--- config.mk ---
export PLATFORM = sky130hd
export DESIGN_NAME = rwi_rtc_irq
export DESIGN_NICKNAME = d
export VERILOG_FILES = /design/src/core/rwi_pkg.sv /design/src/core/rwi_tick_div.sv /design/src/core/rwi_pulse_timer.sv /design/src/core/rwi_rtc_irq.sv
export SDC_FILE = /design/constraint.sdc
export NUM_CORES = 1
export LEC_CHECK = 0
export ABC_AREA = 1
export BUFFER_PORTS_ARGS = -buffer_cell sky130_fd_sc_hd__buf_2
export CAP_MARGIN = 20
export CORE_AREA = 10 10 111 113
export CTS_CLUSTER_DIAMETER = 150
export CTS_CLUSTER_SIZE = 12
export DETAILED_ROUTE_END_ITERATION = 6
export DIE_AREA = 0 0 121 123
export PLACE_DENSITY_LB_ADDON = 0.05
export SLEW_MARGIN = 0
export SYNTH_ARGS = -nofsm -noshare
export SYNTH_HDL_FRONTEND = slang
export SYNTH_SLANG_ARGS = --single-unit
--- constraint.sdc ---
create_clock -name ref_clk -period 3.4 [get_ports ref_clk]
set_input_delay 0 -clock ref_clk [delete_from_list [all_inputs] [get_ports ref_clk]]
set_output_delay 0 -clock ref_clk [all_outputs]
set_load 0.01 [all_outputs]
--- src/core/rwi_pkg.sv ---
// Shared constants for the clock-side watchdog and interrupt logic
package rwi_pkg;
    // ==========================================================
    // Clock and timing
    localparam int unsigned CLK_HZ       = 125_000_000;
    localparam int unsigned WDT_DIV      = 1024;
    localparam int unsigned PULSE_MS     = 200;
    localparam int unsigned PULSE_CYCLES = PULSE_MS * (CLK_HZ / 1000);

    // ==========================================================
    // Register indices, byte address is four times the index
    localparam logic [5:0] IDX_FLAGS = 6'h00;
    localparam logic [5:0] IDX_INTR  = 6'h06;
    localparam logic [5:0] IDX_WDOG  = 6'h07;

    // ==========================================================
    // Flags register fields
    localparam int unsigned FLG_WDF  = 7;
    localparam int unsigned FLG_AF   = 6;
    localparam int unsigned FLG_PF   = 5;
    localparam int unsigned FLG_OSCILLATOR_FAIL_FLAG = 4;
    localparam int unsigned FLG_CAL  = 2;
    localparam int unsigned FLG_W    = 1;
    localparam int unsigned FLG_R    = 0;

    // ==========================================================
    // Interrupt control fields and reset values
    localparam int unsigned INT_WIE = 7;
    localparam int unsigned INT_AIE = 6;
    localparam int unsigned INT_PFE = 5;
    localparam int unsigned INT_HL  = 3;
    localparam int unsigned INT_PL  = 2;
    localparam logic        HL_RESET = 1'b1;
    localparam logic        PL_RESET = 1'b0;

    // ==========================================================
    // Watchdog control fields and reset values
    localparam int unsigned WD_STROBE = 7;
    localparam int unsigned WD_LOCK   = 6;
    localparam int unsigned WD_VAL_W  = 6;
    localparam logic [5:0]  WDT_RESET = 6'h00;

    // ==========================================================
    // AXI responses
    localparam logic [1:0] RESP_OKAY   = 2'h0;
    localparam logic [1:0] RESP_SLVERR = 2'h2;
    localparam logic [1:0] RESP_DECERR = 2'h3;
endpackage

--- src/core/rwi_tick_div.sv ---
// Divides a stream of single-cycle input ticks into a slower tick
`timescale 1ns/1ps
`default_nettype none
module rwi_tick_div #(
    parameter int unsigned DIV = 1024
) (
    // Clock and reset
    input  wire logic ref_clk,
    input  wire logic arst_n,
    // Ticks
    input  wire logic in_tick,
    input  wire logic en,
    output logic      out_tick
);
    localparam int unsigned CW = $clog2(DIV);

    typedef struct packed {
        logic [CW-1:0] cnt;
        logic          tick;
    } rwi_div_t;

    rwi_div_t s;
    rwi_div_t next_s;

    always_comb begin
        next_s      = s;
        next_s.tick = 1'b0;
        // Holds still while the oscillator is stopped
        if (en && in_tick) begin
            if (s.cnt == CW'(DIV - 1)) begin
                next_s.cnt  = '0;
                next_s.tick = 1'b1;
            end else begin
                next_s.cnt = s.cnt + CW'(1);
            end
        end
    end

    always_ff @(posedge ref_clk or negedge arst_n) begin
        if (!arst_n) begin
            s <= '0;
        end else begin
            s <= next_s;
        end
    end

    assign out_tick = s.tick;
endmodule
`default_nettype wire

--- src/core/rwi_pulse_timer.sv ---
// Fixed-length pulse timer that can be cut short
`timescale 1ns/1ps
`default_nettype none
module rwi_pulse_timer #(
    parameter int unsigned CYCLES = 25_000_000
) (
    // Clock and reset
    input  wire logic ref_clk,
    input  wire logic arst_n,
    // Control
    input  wire logic start,
    input  wire logic abort,
    output logic      busy
);
    localparam int unsigned CW = $clog2(CYCLES + 1);

    typedef struct packed {
        logic [CW-1:0] cnt;
        logic          busy;
    } rwi_pt_t;

    rwi_pt_t s;
    rwi_pt_t next_s;

    always_comb begin
        next_s = s;
        // Abort wins so a flags read off backup power always ends the pulse
        if (abort) begin
            next_s = '0;
        end else if (start && !s.busy) begin
            next_s.busy = 1'b1;
            next_s.cnt  = CW'(CYCLES - 1);
        end else if (s.busy) begin
            if (s.cnt == '0) begin
                next_s.busy = 1'b0;
            end else begin
                next_s.cnt = s.cnt - CW'(1);
            end
        end
    end

    always_ff @(posedge ref_clk or negedge arst_n) begin
        if (!arst_n) begin
            s <= '0;
        end else begin
            s <= next_s;
        end
    end

    assign busy = s.busy;
endmodule
`default_nettype wire

--- src/core/rwi_rtc_irq.sv ---
// Watchdog, event flags and interrupt pin logic behind an AXI4-Lite slave
`timescale 1ns/1ps
`default_nettype none
module rwi_rtc_irq #(
    parameter int unsigned PULSE_CYCLES = rwi_pkg::PULSE_CYCLES,
    parameter int unsigned WDT_DIV      = rwi_pkg::WDT_DIV
) (
    // Clock and reset
    input  wire logic        ref_clk,
    input  wire logic        arst_n,
    // AXI4-Lite write
    input  wire logic [7:0]  s_axi_awaddr,
    input  wire logic        s_axi_awvalid,
    output logic             s_axi_awready,
    input  wire logic [31:0] s_axi_wdata,
    input  wire logic [3:0]  s_axi_wstrb,
    input  wire logic        s_axi_wvalid,
    output logic             s_axi_wready,
    output logic [1:0]       s_axi_bresp,
    output logic             s_axi_bvalid,
    input  wire logic        s_axi_bready,
    // AXI4-Lite read
    input  wire logic [7:0]  s_axi_araddr,
    input  wire logic        s_axi_arvalid,
    output logic             s_axi_arready,
    output logic [31:0]      s_axi_rdata,
    output logic [1:0]       s_axi_rresp,
    output logic             s_axi_rvalid,
    input  wire logic        s_axi_rready,
    // Oscillator and event sources
    input  wire logic        osc_tick,
    input  wire logic        osc_running,
    input  wire logic        alarm_match,
    input  wire logic        power_fail,
    input  wire logic        osc_fail,
    input  wire logic        on_backup,
    // Interrupt pin
    output logic             int_o,
    output logic             int_oe
);
    // ==========================================================
    // State
    typedef struct packed {
        logic        watchdog_timeout_flag;
        logic        af;
        logic        pf;
        logic        oscillator_fail_flag;
        logic        cal;
        logic        wen;
        logic        rdl;
        logic        watchdog_irq_enable;
        logic        alarm_irq_enable;
        logic        powerfail_irq_enable;
        logic        hl;
        logic        pl;
        logic        timeout_write_lock_bit;
        logic [5:0]  wdt;
        logic [5:0]  cnt;
        logic        load_pend;
        logic        aw_held;
        logic [5:0]  aw_idx;
        logic        w_held;
        logic [31:0] wdata;
        logic        wlane0;
        logic        bvalid;
        logic [1:0]  bresp;
        logic        rvalid;
        logic [1:0]  rresp;
        logic [31:0] rdata;
        logic        prev_cond;
        logic        int_out;
        logic        int_en;
        logic        pin_hl;
    } rwi_state_t;

    localparam rwi_state_t RESET_STATE = '{
        hl: rwi_pkg::HL_RESET, pl: rwi_pkg::PL_RESET, wdt: rwi_pkg::WDT_RESET,
        load_pend: 1'b1, int_en: rwi_pkg::HL_RESET, pin_hl: rwi_pkg::HL_RESET, default: '0};

    rwi_state_t s;
    rwi_state_t next_s;

    logic       wdt_tick;
    logic       pulse_busy;
    logic       pulse_start;
    logic       flags_clr;
    logic       timeout;
    logic       strobe;
    logic       wr_commit;
    logic       wr_ok;
    logic       cond;
    logic       active;
    logic [5:0] new_wdt;
    logic [5:0] ar_idx;

    // ==========================================================
    // Tick and pulse helpers
    // divide oscillator ticks
    rwi_tick_div #(
        .DIV      (WDT_DIV)
    ) u_tick (
        .ref_clk  (ref_clk),
        .arst_n   (arst_n),
        .in_tick  (osc_tick),
        .en       (osc_running),
        .out_tick (wdt_tick)
    );

    rwi_pulse_timer #(
        .CYCLES  (PULSE_CYCLES)
    ) u_pulse (
        .ref_clk (ref_clk),
        .arst_n  (arst_n),
        .start   (pulse_start),
        .abort   (flags_clr),
        .busy    (pulse_busy)
    );

    // ==========================================================
    // Bus handshakes
    assign s_axi_awready = !s.aw_held && !s.bvalid;
    assign s_axi_wready  = !s.w_held && !s.bvalid;
    assign s_axi_arready = !s.rvalid;
    assign s_axi_bvalid  = s.bvalid;
    assign s_axi_bresp   = s.bresp;
    assign s_axi_rvalid  = s.rvalid;
    assign s_axi_rresp   = s.rresp;
    assign s_axi_rdata   = s.rdata;
    assign int_o         = s.int_out;
    assign int_oe        = s.int_en;
    assign ar_idx        = s_axi_araddr[7:2];

    assign wr_commit = s.aw_held && s.w_held && !s.bvalid;
    assign wr_ok     = wr_commit && !on_backup && s.wlane0;
    assign flags_clr = s_axi_arvalid && !s.rvalid && !on_backup
                       && ar_idx == rwi_pkg::IDX_FLAGS;
    // strobe bit on a watchdog write
    assign strobe    = wr_ok && s.aw_idx == rwi_pkg::IDX_WDOG
                       && s.wdata[rwi_pkg::WD_STROBE];
    assign new_wdt   = (wr_ok && s.aw_idx == rwi_pkg::IDX_WDOG
                       && !s.wdata[rwi_pkg::WD_LOCK]) ? s.wdata[5:0] : s.wdt;
    assign timeout   = !s.load_pend && !strobe && wdt_tick
                       && s.wdt != 6'h00 && s.cnt == 6'h01;

    // flag and enable, watchdog, alarm and power fail
    assign cond = ((s.watchdog_timeout_flag && s.watchdog_irq_enable) || (s.af && s.alarm_irq_enable) || (s.pf && s.powerfail_irq_enable)) && !on_backup;
    // pulse starts on a new interrupt
    assign pulse_start = cond && !s.prev_cond && s.pl;
    assign active      = (s.pl ? pulse_busy : cond) && !on_backup;

    // ==========================================================
    // Next state
    always_comb begin
        next_s           = s;
        next_s.prev_cond = cond;

        if (s_axi_awvalid && s_axi_awready) begin
            next_s.aw_held = 1'b1;
            next_s.aw_idx  = s_axi_awaddr[7:2];
        end
        if (s_axi_wvalid && s_axi_wready) begin
            next_s.w_held = 1'b1;
            next_s.wdata  = s_axi_wdata;
            next_s.wlane0 = s_axi_wstrb[0];
        end
        if (s.bvalid && s_axi_bready) begin
            next_s.bvalid = 1'b0;
        end
        if (wr_commit) begin
            next_s.aw_held = 1'b0;
            next_s.w_held  = 1'b0;
            next_s.bvalid  = 1'b1;
            if (on_backup) begin
                next_s.bresp = rwi_pkg::RESP_SLVERR;
            end else if (s.aw_idx == rwi_pkg::IDX_FLAGS || s.aw_idx == rwi_pkg::IDX_INTR
                         || s.aw_idx == rwi_pkg::IDX_WDOG) begin
                next_s.bresp = rwi_pkg::RESP_OKAY;
            end else begin
                next_s.bresp = rwi_pkg::RESP_DECERR;
            end
        end
        if (wr_ok) begin
            case (s.aw_idx)
                rwi_pkg::IDX_FLAGS: begin
                    next_s.cal = s.wdata[rwi_pkg::FLG_CAL];
                    next_s.wen = s.wdata[rwi_pkg::FLG_W];
                    next_s.rdl = s.wdata[rwi_pkg::FLG_R];
                    if (s.wen && !s.wdata[rwi_pkg::FLG_OSCILLATOR_FAIL_FLAG]) begin
                        next_s.oscillator_fail_flag = 1'b0;
                    end
                end
                rwi_pkg::IDX_INTR: begin
                    next_s.watchdog_irq_enable = s.wdata[rwi_pkg::INT_WIE];
                    next_s.alarm_irq_enable = s.wdata[rwi_pkg::INT_AIE];
                    next_s.powerfail_irq_enable = s.wdata[rwi_pkg::INT_PFE];
                    next_s.hl  = s.wdata[rwi_pkg::INT_HL];
                    next_s.pl  = s.wdata[rwi_pkg::INT_PL];
                end
                rwi_pkg::IDX_WDOG: begin
                    next_s.timeout_write_lock_bit = s.wdata[rwi_pkg::WD_LOCK];
                    next_s.wdt = new_wdt;
                end
                default: begin
                    next_s.timeout_write_lock_bit = s.timeout_write_lock_bit;
                end
            endcase
        end

        // Reads: flags value is captured before the clear lands
        if (s.rvalid && s_axi_rready) begin
            next_s.rvalid = 1'b0;
        end
        if (s_axi_arvalid && s_axi_arready) begin
            next_s.rvalid = 1'b1;
            next_s.rresp  = rwi_pkg::RESP_OKAY;
            next_s.rdata  = 32'h0000_0000;
            if (on_backup) begin
                next_s.rresp = rwi_pkg::RESP_SLVERR;
            end else begin
                case (ar_idx)
                    rwi_pkg::IDX_FLAGS: begin
                        next_s.rdata[7:0] = {s.watchdog_timeout_flag, s.af, s.pf, s.oscillator_fail_flag,
                                             1'b0, s.cal, s.wen, s.rdl};
                    end
                    rwi_pkg::IDX_INTR: begin
                        next_s.rdata[7:0] = {s.watchdog_irq_enable, s.alarm_irq_enable, s.powerfail_irq_enable, 1'b0,
                                             s.hl, s.pl, 2'b00};
                    end
                    rwi_pkg::IDX_WDOG: begin
                        next_s.rdata[7:0] = {1'b0, s.timeout_write_lock_bit, s.wdt};
                    end
                    default: begin
                        next_s.rresp = rwi_pkg::RESP_DECERR;
                    end
                endcase
            end
        end

        // Watchdog counter
        if (s.load_pend) begin
            next_s.cnt       = s.wdt;
            next_s.load_pend = 1'b0;
        end else if (strobe) begin
            next_s.cnt = new_wdt;
        end else if (wdt_tick && s.wdt != 6'h00) begin
            // one step per tick, tick stops with oscillator
            if (s.cnt <= 6'h01) begin
                next_s.cnt = s.wdt;
            end else begin
                next_s.cnt = s.cnt - 6'h01;
            end
        end

        // read clears all but the oscillator fail flag, set wins over the clear
        next_s.watchdog_timeout_flag  = (s.watchdog_timeout_flag && !flags_clr) || timeout;
        next_s.af   = (s.af && !flags_clr) || alarm_match;
        next_s.pf   = (s.pf && !flags_clr) || power_fail;
        next_s.oscillator_fail_flag = next_s.oscillator_fail_flag || osc_fail;

        next_s.int_out = s.hl ? active : 1'b0;
        next_s.int_en  = s.hl ? 1'b1 : active;
        // Mode the pin registers were built for, lags a mode write
        next_s.pin_hl  = s.hl;
    end

    always_ff @(posedge ref_clk or negedge arst_n) begin
        if (!arst_n) begin
            s <= RESET_STATE;
        end else begin
            s <= next_s;
        end
    end

    // ==========================================================
    // Checks
    logic pin_act;
    assign pin_act = s.pin_hl ? s.int_out : s.int_en;
endmodule
`default_nettype wire

# == After elaboration in Yosys (flattened, before gate mapping) ==
# Index checks and enable logic that the tools add are counted.
# W data, S select, Z words.
# classes
n_addsub,3
order_cmp,1
n_eq_ne,7
muxes,36
n_reduce_logical,69
# ops
op,n
$mux W26,3
$mux W6,6
$mux W35,1
$logic_and A1 B1 Y1,34
$mux W34,1
$logic_not A25 Y1,1
$mux W25,1
$sub A25 B1 Y25 const B,1
$eq A6 B3 Y1 const B,4
$pmux W8 S3,1
$mux W16,1
$logic_not A1 Y1,12
$logic_not A6 Y1,2
$mux W1,12
$add A10 B1 Y10 const B,1
$eq A10 B10 Y1 const B,1
$mux W10,1
$logic_or A1 B1 Y1,8
$mux W2,4
$mux W8,1
$reduce_and A2 Y1,4
$reduce_bool A2 Y1,4
$mux W7,1
$eq A6 B1 Y1 const B,1
9 further kinds,10
# word_totals
ff_bits,121
in_bits,65
output_inout_bits,43
elab_cells,149

# == Logic depth before layout (Yosys ltp) ==
# logic_depth
depth_word,12
mapped_depth,12
depth_no_buf,12

# == Modules after synthesis ==
# A second synthesis with hierarchy kept.
# hier_totals
cells_unflattened,707
area_unflattened_um2,5537.8
# by_module_without_submodules
mod,n_inst,cells_each,area_each_um2
rwi_rtc_irq,1,379,3218.1
rwi_pulse_timer,1,256,1717.9
rwi_tick_div,1,72,601.8

# == Worst setup path after synthesis ==
# Ideal clock, no wire load.
# synth_timing
path_type,register -> register
from,register s[84] (netlist bit)
to,register s[84] (netlist bit)
setup_time_ns,0.116
arrival_time_ns,1.464
required_time_ns,3.284
setup_slack_ns,1.820
path_stages_with_launch,12
path_buffers,0
period_less_slack_ns,1.580
path_cell_list,dfrtp_1 > inv_1 > ha_1 > inv_1 > nand2_1 > nand3_1 > nand2_1 > o21ai_0 > a21oi_1 > nand2_1 > nand2_1 > nand2_1
# synth_via
elab_chain_len,5
# synth_rtl
element,line_no,rtl
"start, declared",rwi_rtc_irq.sv:80,rwi_state_t s;
"start signal, assigned",rwi_rtc_irq.sv:270,s <= next_s;
$sub A6 B1 Y6 / $le A6 B1 Y1 (equally long branches),"rwi_rtc_irq.sv:250, rwi_rtc_irq.sv:247",
$mux W6 *,rwi_rtc_irq.sv:247,if (s.cnt <= 6'h01) begin
$mux W6 *,rwi_rtc_irq.sv:245,end else if (wdt_tick && s.wdt != 6'h00) begin
$mux W6 *,rwi_rtc_irq.sv:243,end else if (strobe) begin
$mux W6 *,rwi_rtc_irq.sv:240,if (s.load_pend) begin
# Every way passes the cells marked *; elsewhere a longest branch is shown, timed or not. The select of a mux whose other input is x is not followed.
# A chain may end at the register's enable or synchronous reset.

# == Worst setup path after layout ==
# layout_timing
from,"register u_pulse.s, in the netlist u_pulse.busy"
to,register u_pulse.s[24] (netlist bit)
# layout_via
elab_chain_len,4
# layout_rtl
element,line_no,rtl
"start, declared",rwi_pulse_timer.sv:22,rwi_pt_t s;
"start signal, assigned",rwi_pulse_timer.sv:46,s <= next_s;
$logic_not A1 Y1,rwi_pulse_timer.sv:30,end else if (start && !s.busy) begin
$logic_and A1 B1 Y1,rwi_pulse_timer.sv:30,
$ne A3 B2 Y1 (no source line) (tied with other cells),-,
$reduce_and A2 Y1 (no source line) / $mux W26 (equally long branches),-,
# Several ways; a longest one is shown, not always the timed one.

==> flow_metrics.tcl <==
set metrics [dict create \
    status "completed" \
    fp.coreArea_um2 10140 \
    clk-insertion-delay-late_ns 0.37 \
    synthTopCellsByCount "212 x nand2_1, 94 x dfrtp_1, 79 x nor2_1" \
    dr_wl_met3_um 633 \
    yosysWarnings 0 \
    critPathMaxFanout 20 \
    power.total_mw 3.531 \
    place_congestion 0.8760 \
    avgViaCountPerCell 4.895 \
    remaining_drc_errors 0 \
    io_buffer_count 52 \
    synth_edf_count 0 \
    critPathMaxStageDelay_ns 0.69 \
    drt-initial-drc-count 217 \
    fmax_mhz 486.4 \
    wl_mm 12.43 \
    ys_seq_area_share_pct 44.84 \
    drtPass1Iterations 4 \
    wl_per_cell_um 13.69 \
    worstMarginPinSlew_ns 0.8944 \
    skew_ns 0.01040 \
    start_util_pct 53.47 \
    htreeDepth 3 \
    fillers 947 \
    r2r_start "u_pulse.busy$_DFF_PN0_" \
    ff2ff_path_depth 7 \
    r2r_end "u_pulse.s[24]$_DFFE_PN0P_" \
    rsz0062_at_grt "false" \
    wl_met2_mm 5.856 \
    cts_tree "done" \
    dominantRegCellSynth "dfrtp_1" \
    drt-met1-wl_mm 5.806 \
    finalSetupViolCount 0 \
    grt_overflow_total 0 \
    hold_violations 0 \
    ir_drop_mv 0.3213 \
    layout.cells.non_filler 908 \
    place_inst 870 \
    crit_path_end "u_pulse.s[24]$_DFFE_PN0P_" \
    syn_inst 701 \
    die_area_um2 14880 \
    yosysMostFrequentCell "nand2_1" \
    antenna_found_initial 0 \
    critPathLaunch "u_pulse.busy$_DFF_PN0_" \
    synthArstFlopShare_pct 100.0 \
    drive_gt1_share_pct 13.08 \
    p_leak_nw 3.156 \
    cts_made_buffers 9 \
    r2r_slack_ns 1.34 \
    power_density_nw_per_um2 583.6 \
    fin_area_um2 6050 \
    path_class "flop to flop" \
    yosysTopAreaCellShare_pct 43.39 \
    worstPathArrival_ns 2.36 \
    avgSynthCellArea_um2 7.734 \
    tns_ns 0 \
    root_buffer "clkbuf_8" \
    die_h_um 123 \
    hpwl_mm 9.100 \
    grt_usage_pct 17.33 \
    synth_largest_area_cell "dfrtp_1" \
    synth-seq-cells 97 \
    final_util_pct 59.67 \
    place_area_um2 5624 \
    synth_area_um2 5421 \
    fp.dieW_um 121 \
    slew_headroom_pct 40.37 \
    rows 37 \
    startpoint_type "flop" \
    period_minus_slack_ns 2.056 \
    diodes 0 \
    ioPinCount 108 \
    ant_nets 0 \
    ys_types 45 \
    grt_max_degree 70 \
    cap_violations 0 \
    crit_path_cell_trace "buf_4 -> inv_1 -> o21ai_2 -> nand2_1 -> nor2_2 -> nand3_1 -> nand2_1" \
    routed.top_layer "met4" \
    critPathCaptureType "flop" \
    vias 4445 \
    first_global_vias 4369 \
    cp.required_ns 3.71 \
    synthTopCellsByArea "dfrtp_1 43%, nand2_1 15%, nor2_1 5.5%, buf_4 5.0%, inv_1 4.8%" \
    final.period_utilization_pct 60.47 \
    clkTransAtPathRegs_ns 0.09 \
    grt_first_pass_wirelength_mm 21.07 \
    crit_top_cell "nand2_1" \
    fin_nets 838 \
    post_cts_buffers 0 \
    cts_buffer_depth 2 \
    syn2layout_area_growth_pct 11.59 \
    slew_violations 0 \
    cts_sinks 97 \
    crit_slowest_cell "nor2_2" \
    hold_class "input pin to flop" \
]
==> sequential cells by signal, indices dropped and copies added (netlist names), 2 cells and up <==
name         count
s               43
u_pulse.s       25
s_axi_rdata      8
s_axi_bresp      2
u_tick.s        10
s_axi_rresp      2
==> through the flow <==
stage	setup slack (ns)	hold WS, ns
global route	1.119	0.04997
CTS	1.298	0.01792
global placement	1.343	0.1815
floorplan	1.820	-0.2956
finish	1.344	0.02773
detailed placement	1.337	0.1848
==> layer usage <==
metal  global-route usage, %  vias up
met3                   3.737       11
met1                   22.63     2054
met5                       0        -
met4                   6.033        0
li1                        -     2303
met2                   27.93       77
==> kinds of logic (layout without fill, tap and decap cells) <==
group                    count (synthesis)  count (layout)  share of synthesized area [%]
AND/OR/NAND/NOR                        371             371                          29.86
buffers and inverters                  119             166                          11.31
flip-flops                              97              97                          44.84
AO/OA/AOI/OAI                           87              87                          9.093
XOR/XNOR                                15              15                          2.423
multiplexers                             6               6                          1.246
adder cells (fa/ha/maj)                  5               5                          1.154
other                                    1              25                        0.06917
==> how the worst min path moves through the flow <==
| stage | start | endpoint | slack, ns | cells past startpoint |
|---|---|---|---|---|
| floorplan | arst_n | int_o$_DFF_PN0_ | -0.30 | 0 |
| detailed placement | osc_fail | s[105]$_DFF_PN0_ | 0.18 | 2 |
| global route | osc_tick | u_tick.s[2]$_DFFE_PN0P_ | 0.05 | 3 |
| CTS | osc_tick | u_tick.s[2]$_DFFE_PN0P_ | 0.02 | 3 |
| global placement | arst_n | u_pulse.s[19]$_DFFE_PN0P_ | 0.18 | 1 |
| finish | osc_tick | u_tick.s[2]$_DFFE_PN0P_ | 0.03 | 3 |
==> timing repair <==
| item | 4_1_cts | 5_1_grt |
|---|---|---|
| hold endpoints to repair | 87 | 0 |
| resized for setup | 0 | 0 |
| hold buffers | 23 | 0 |
| endpoints found under the setup margin | 0 | 0 |
==> layout by cell type (no fill, tap or decap), types with 6 or more instances in the layout <==
cell type / count
o21ai_1: 6
clkbuf_8: 11
o21ai_0: 33
xor2_1: 11
conb_1: 25
mux2_2: 6
nand3_1: 35
buf_2: 51
dlygate4sd3_1: 23
dfrtp_1: 94
nor2_1: 79
nand4_1: 13
a21oi_1: 31
nand2_1: 212
inv_1: 69
==> layout make-up <==
cell class	instances	area, um^2	share of cell area, %
well taps	136	170.2	2.813
clock buffers	12	155.1	2.565
inverters	74	277.8	4.592
flip-flops and latches	97	2431	40.19
multi-input cells	509	2467	40.79
repair buffers	77	508.0	8.397
clock inverters	3	40.04	0.6618
==> worst max-delay path, delay by kind of cell, from the launching register on <==
family / cells / cell delay [ns]
simple gates: 4 / 1.05
buf+inv: 2 / 0.43
flops: 1 / 0.33
compound gates: 1 / 0.19
==> power breakdown <==
part | switching (mW) | internal [mW] | leakage [nW]
clock | 0.402 | 0.375 | 0.102
combinational | 0.708 | 0.400 | 1.87
sequential | 0.223 | 1.42 | 1.19
Note: power is estimated with default switching activity, not from simulation.
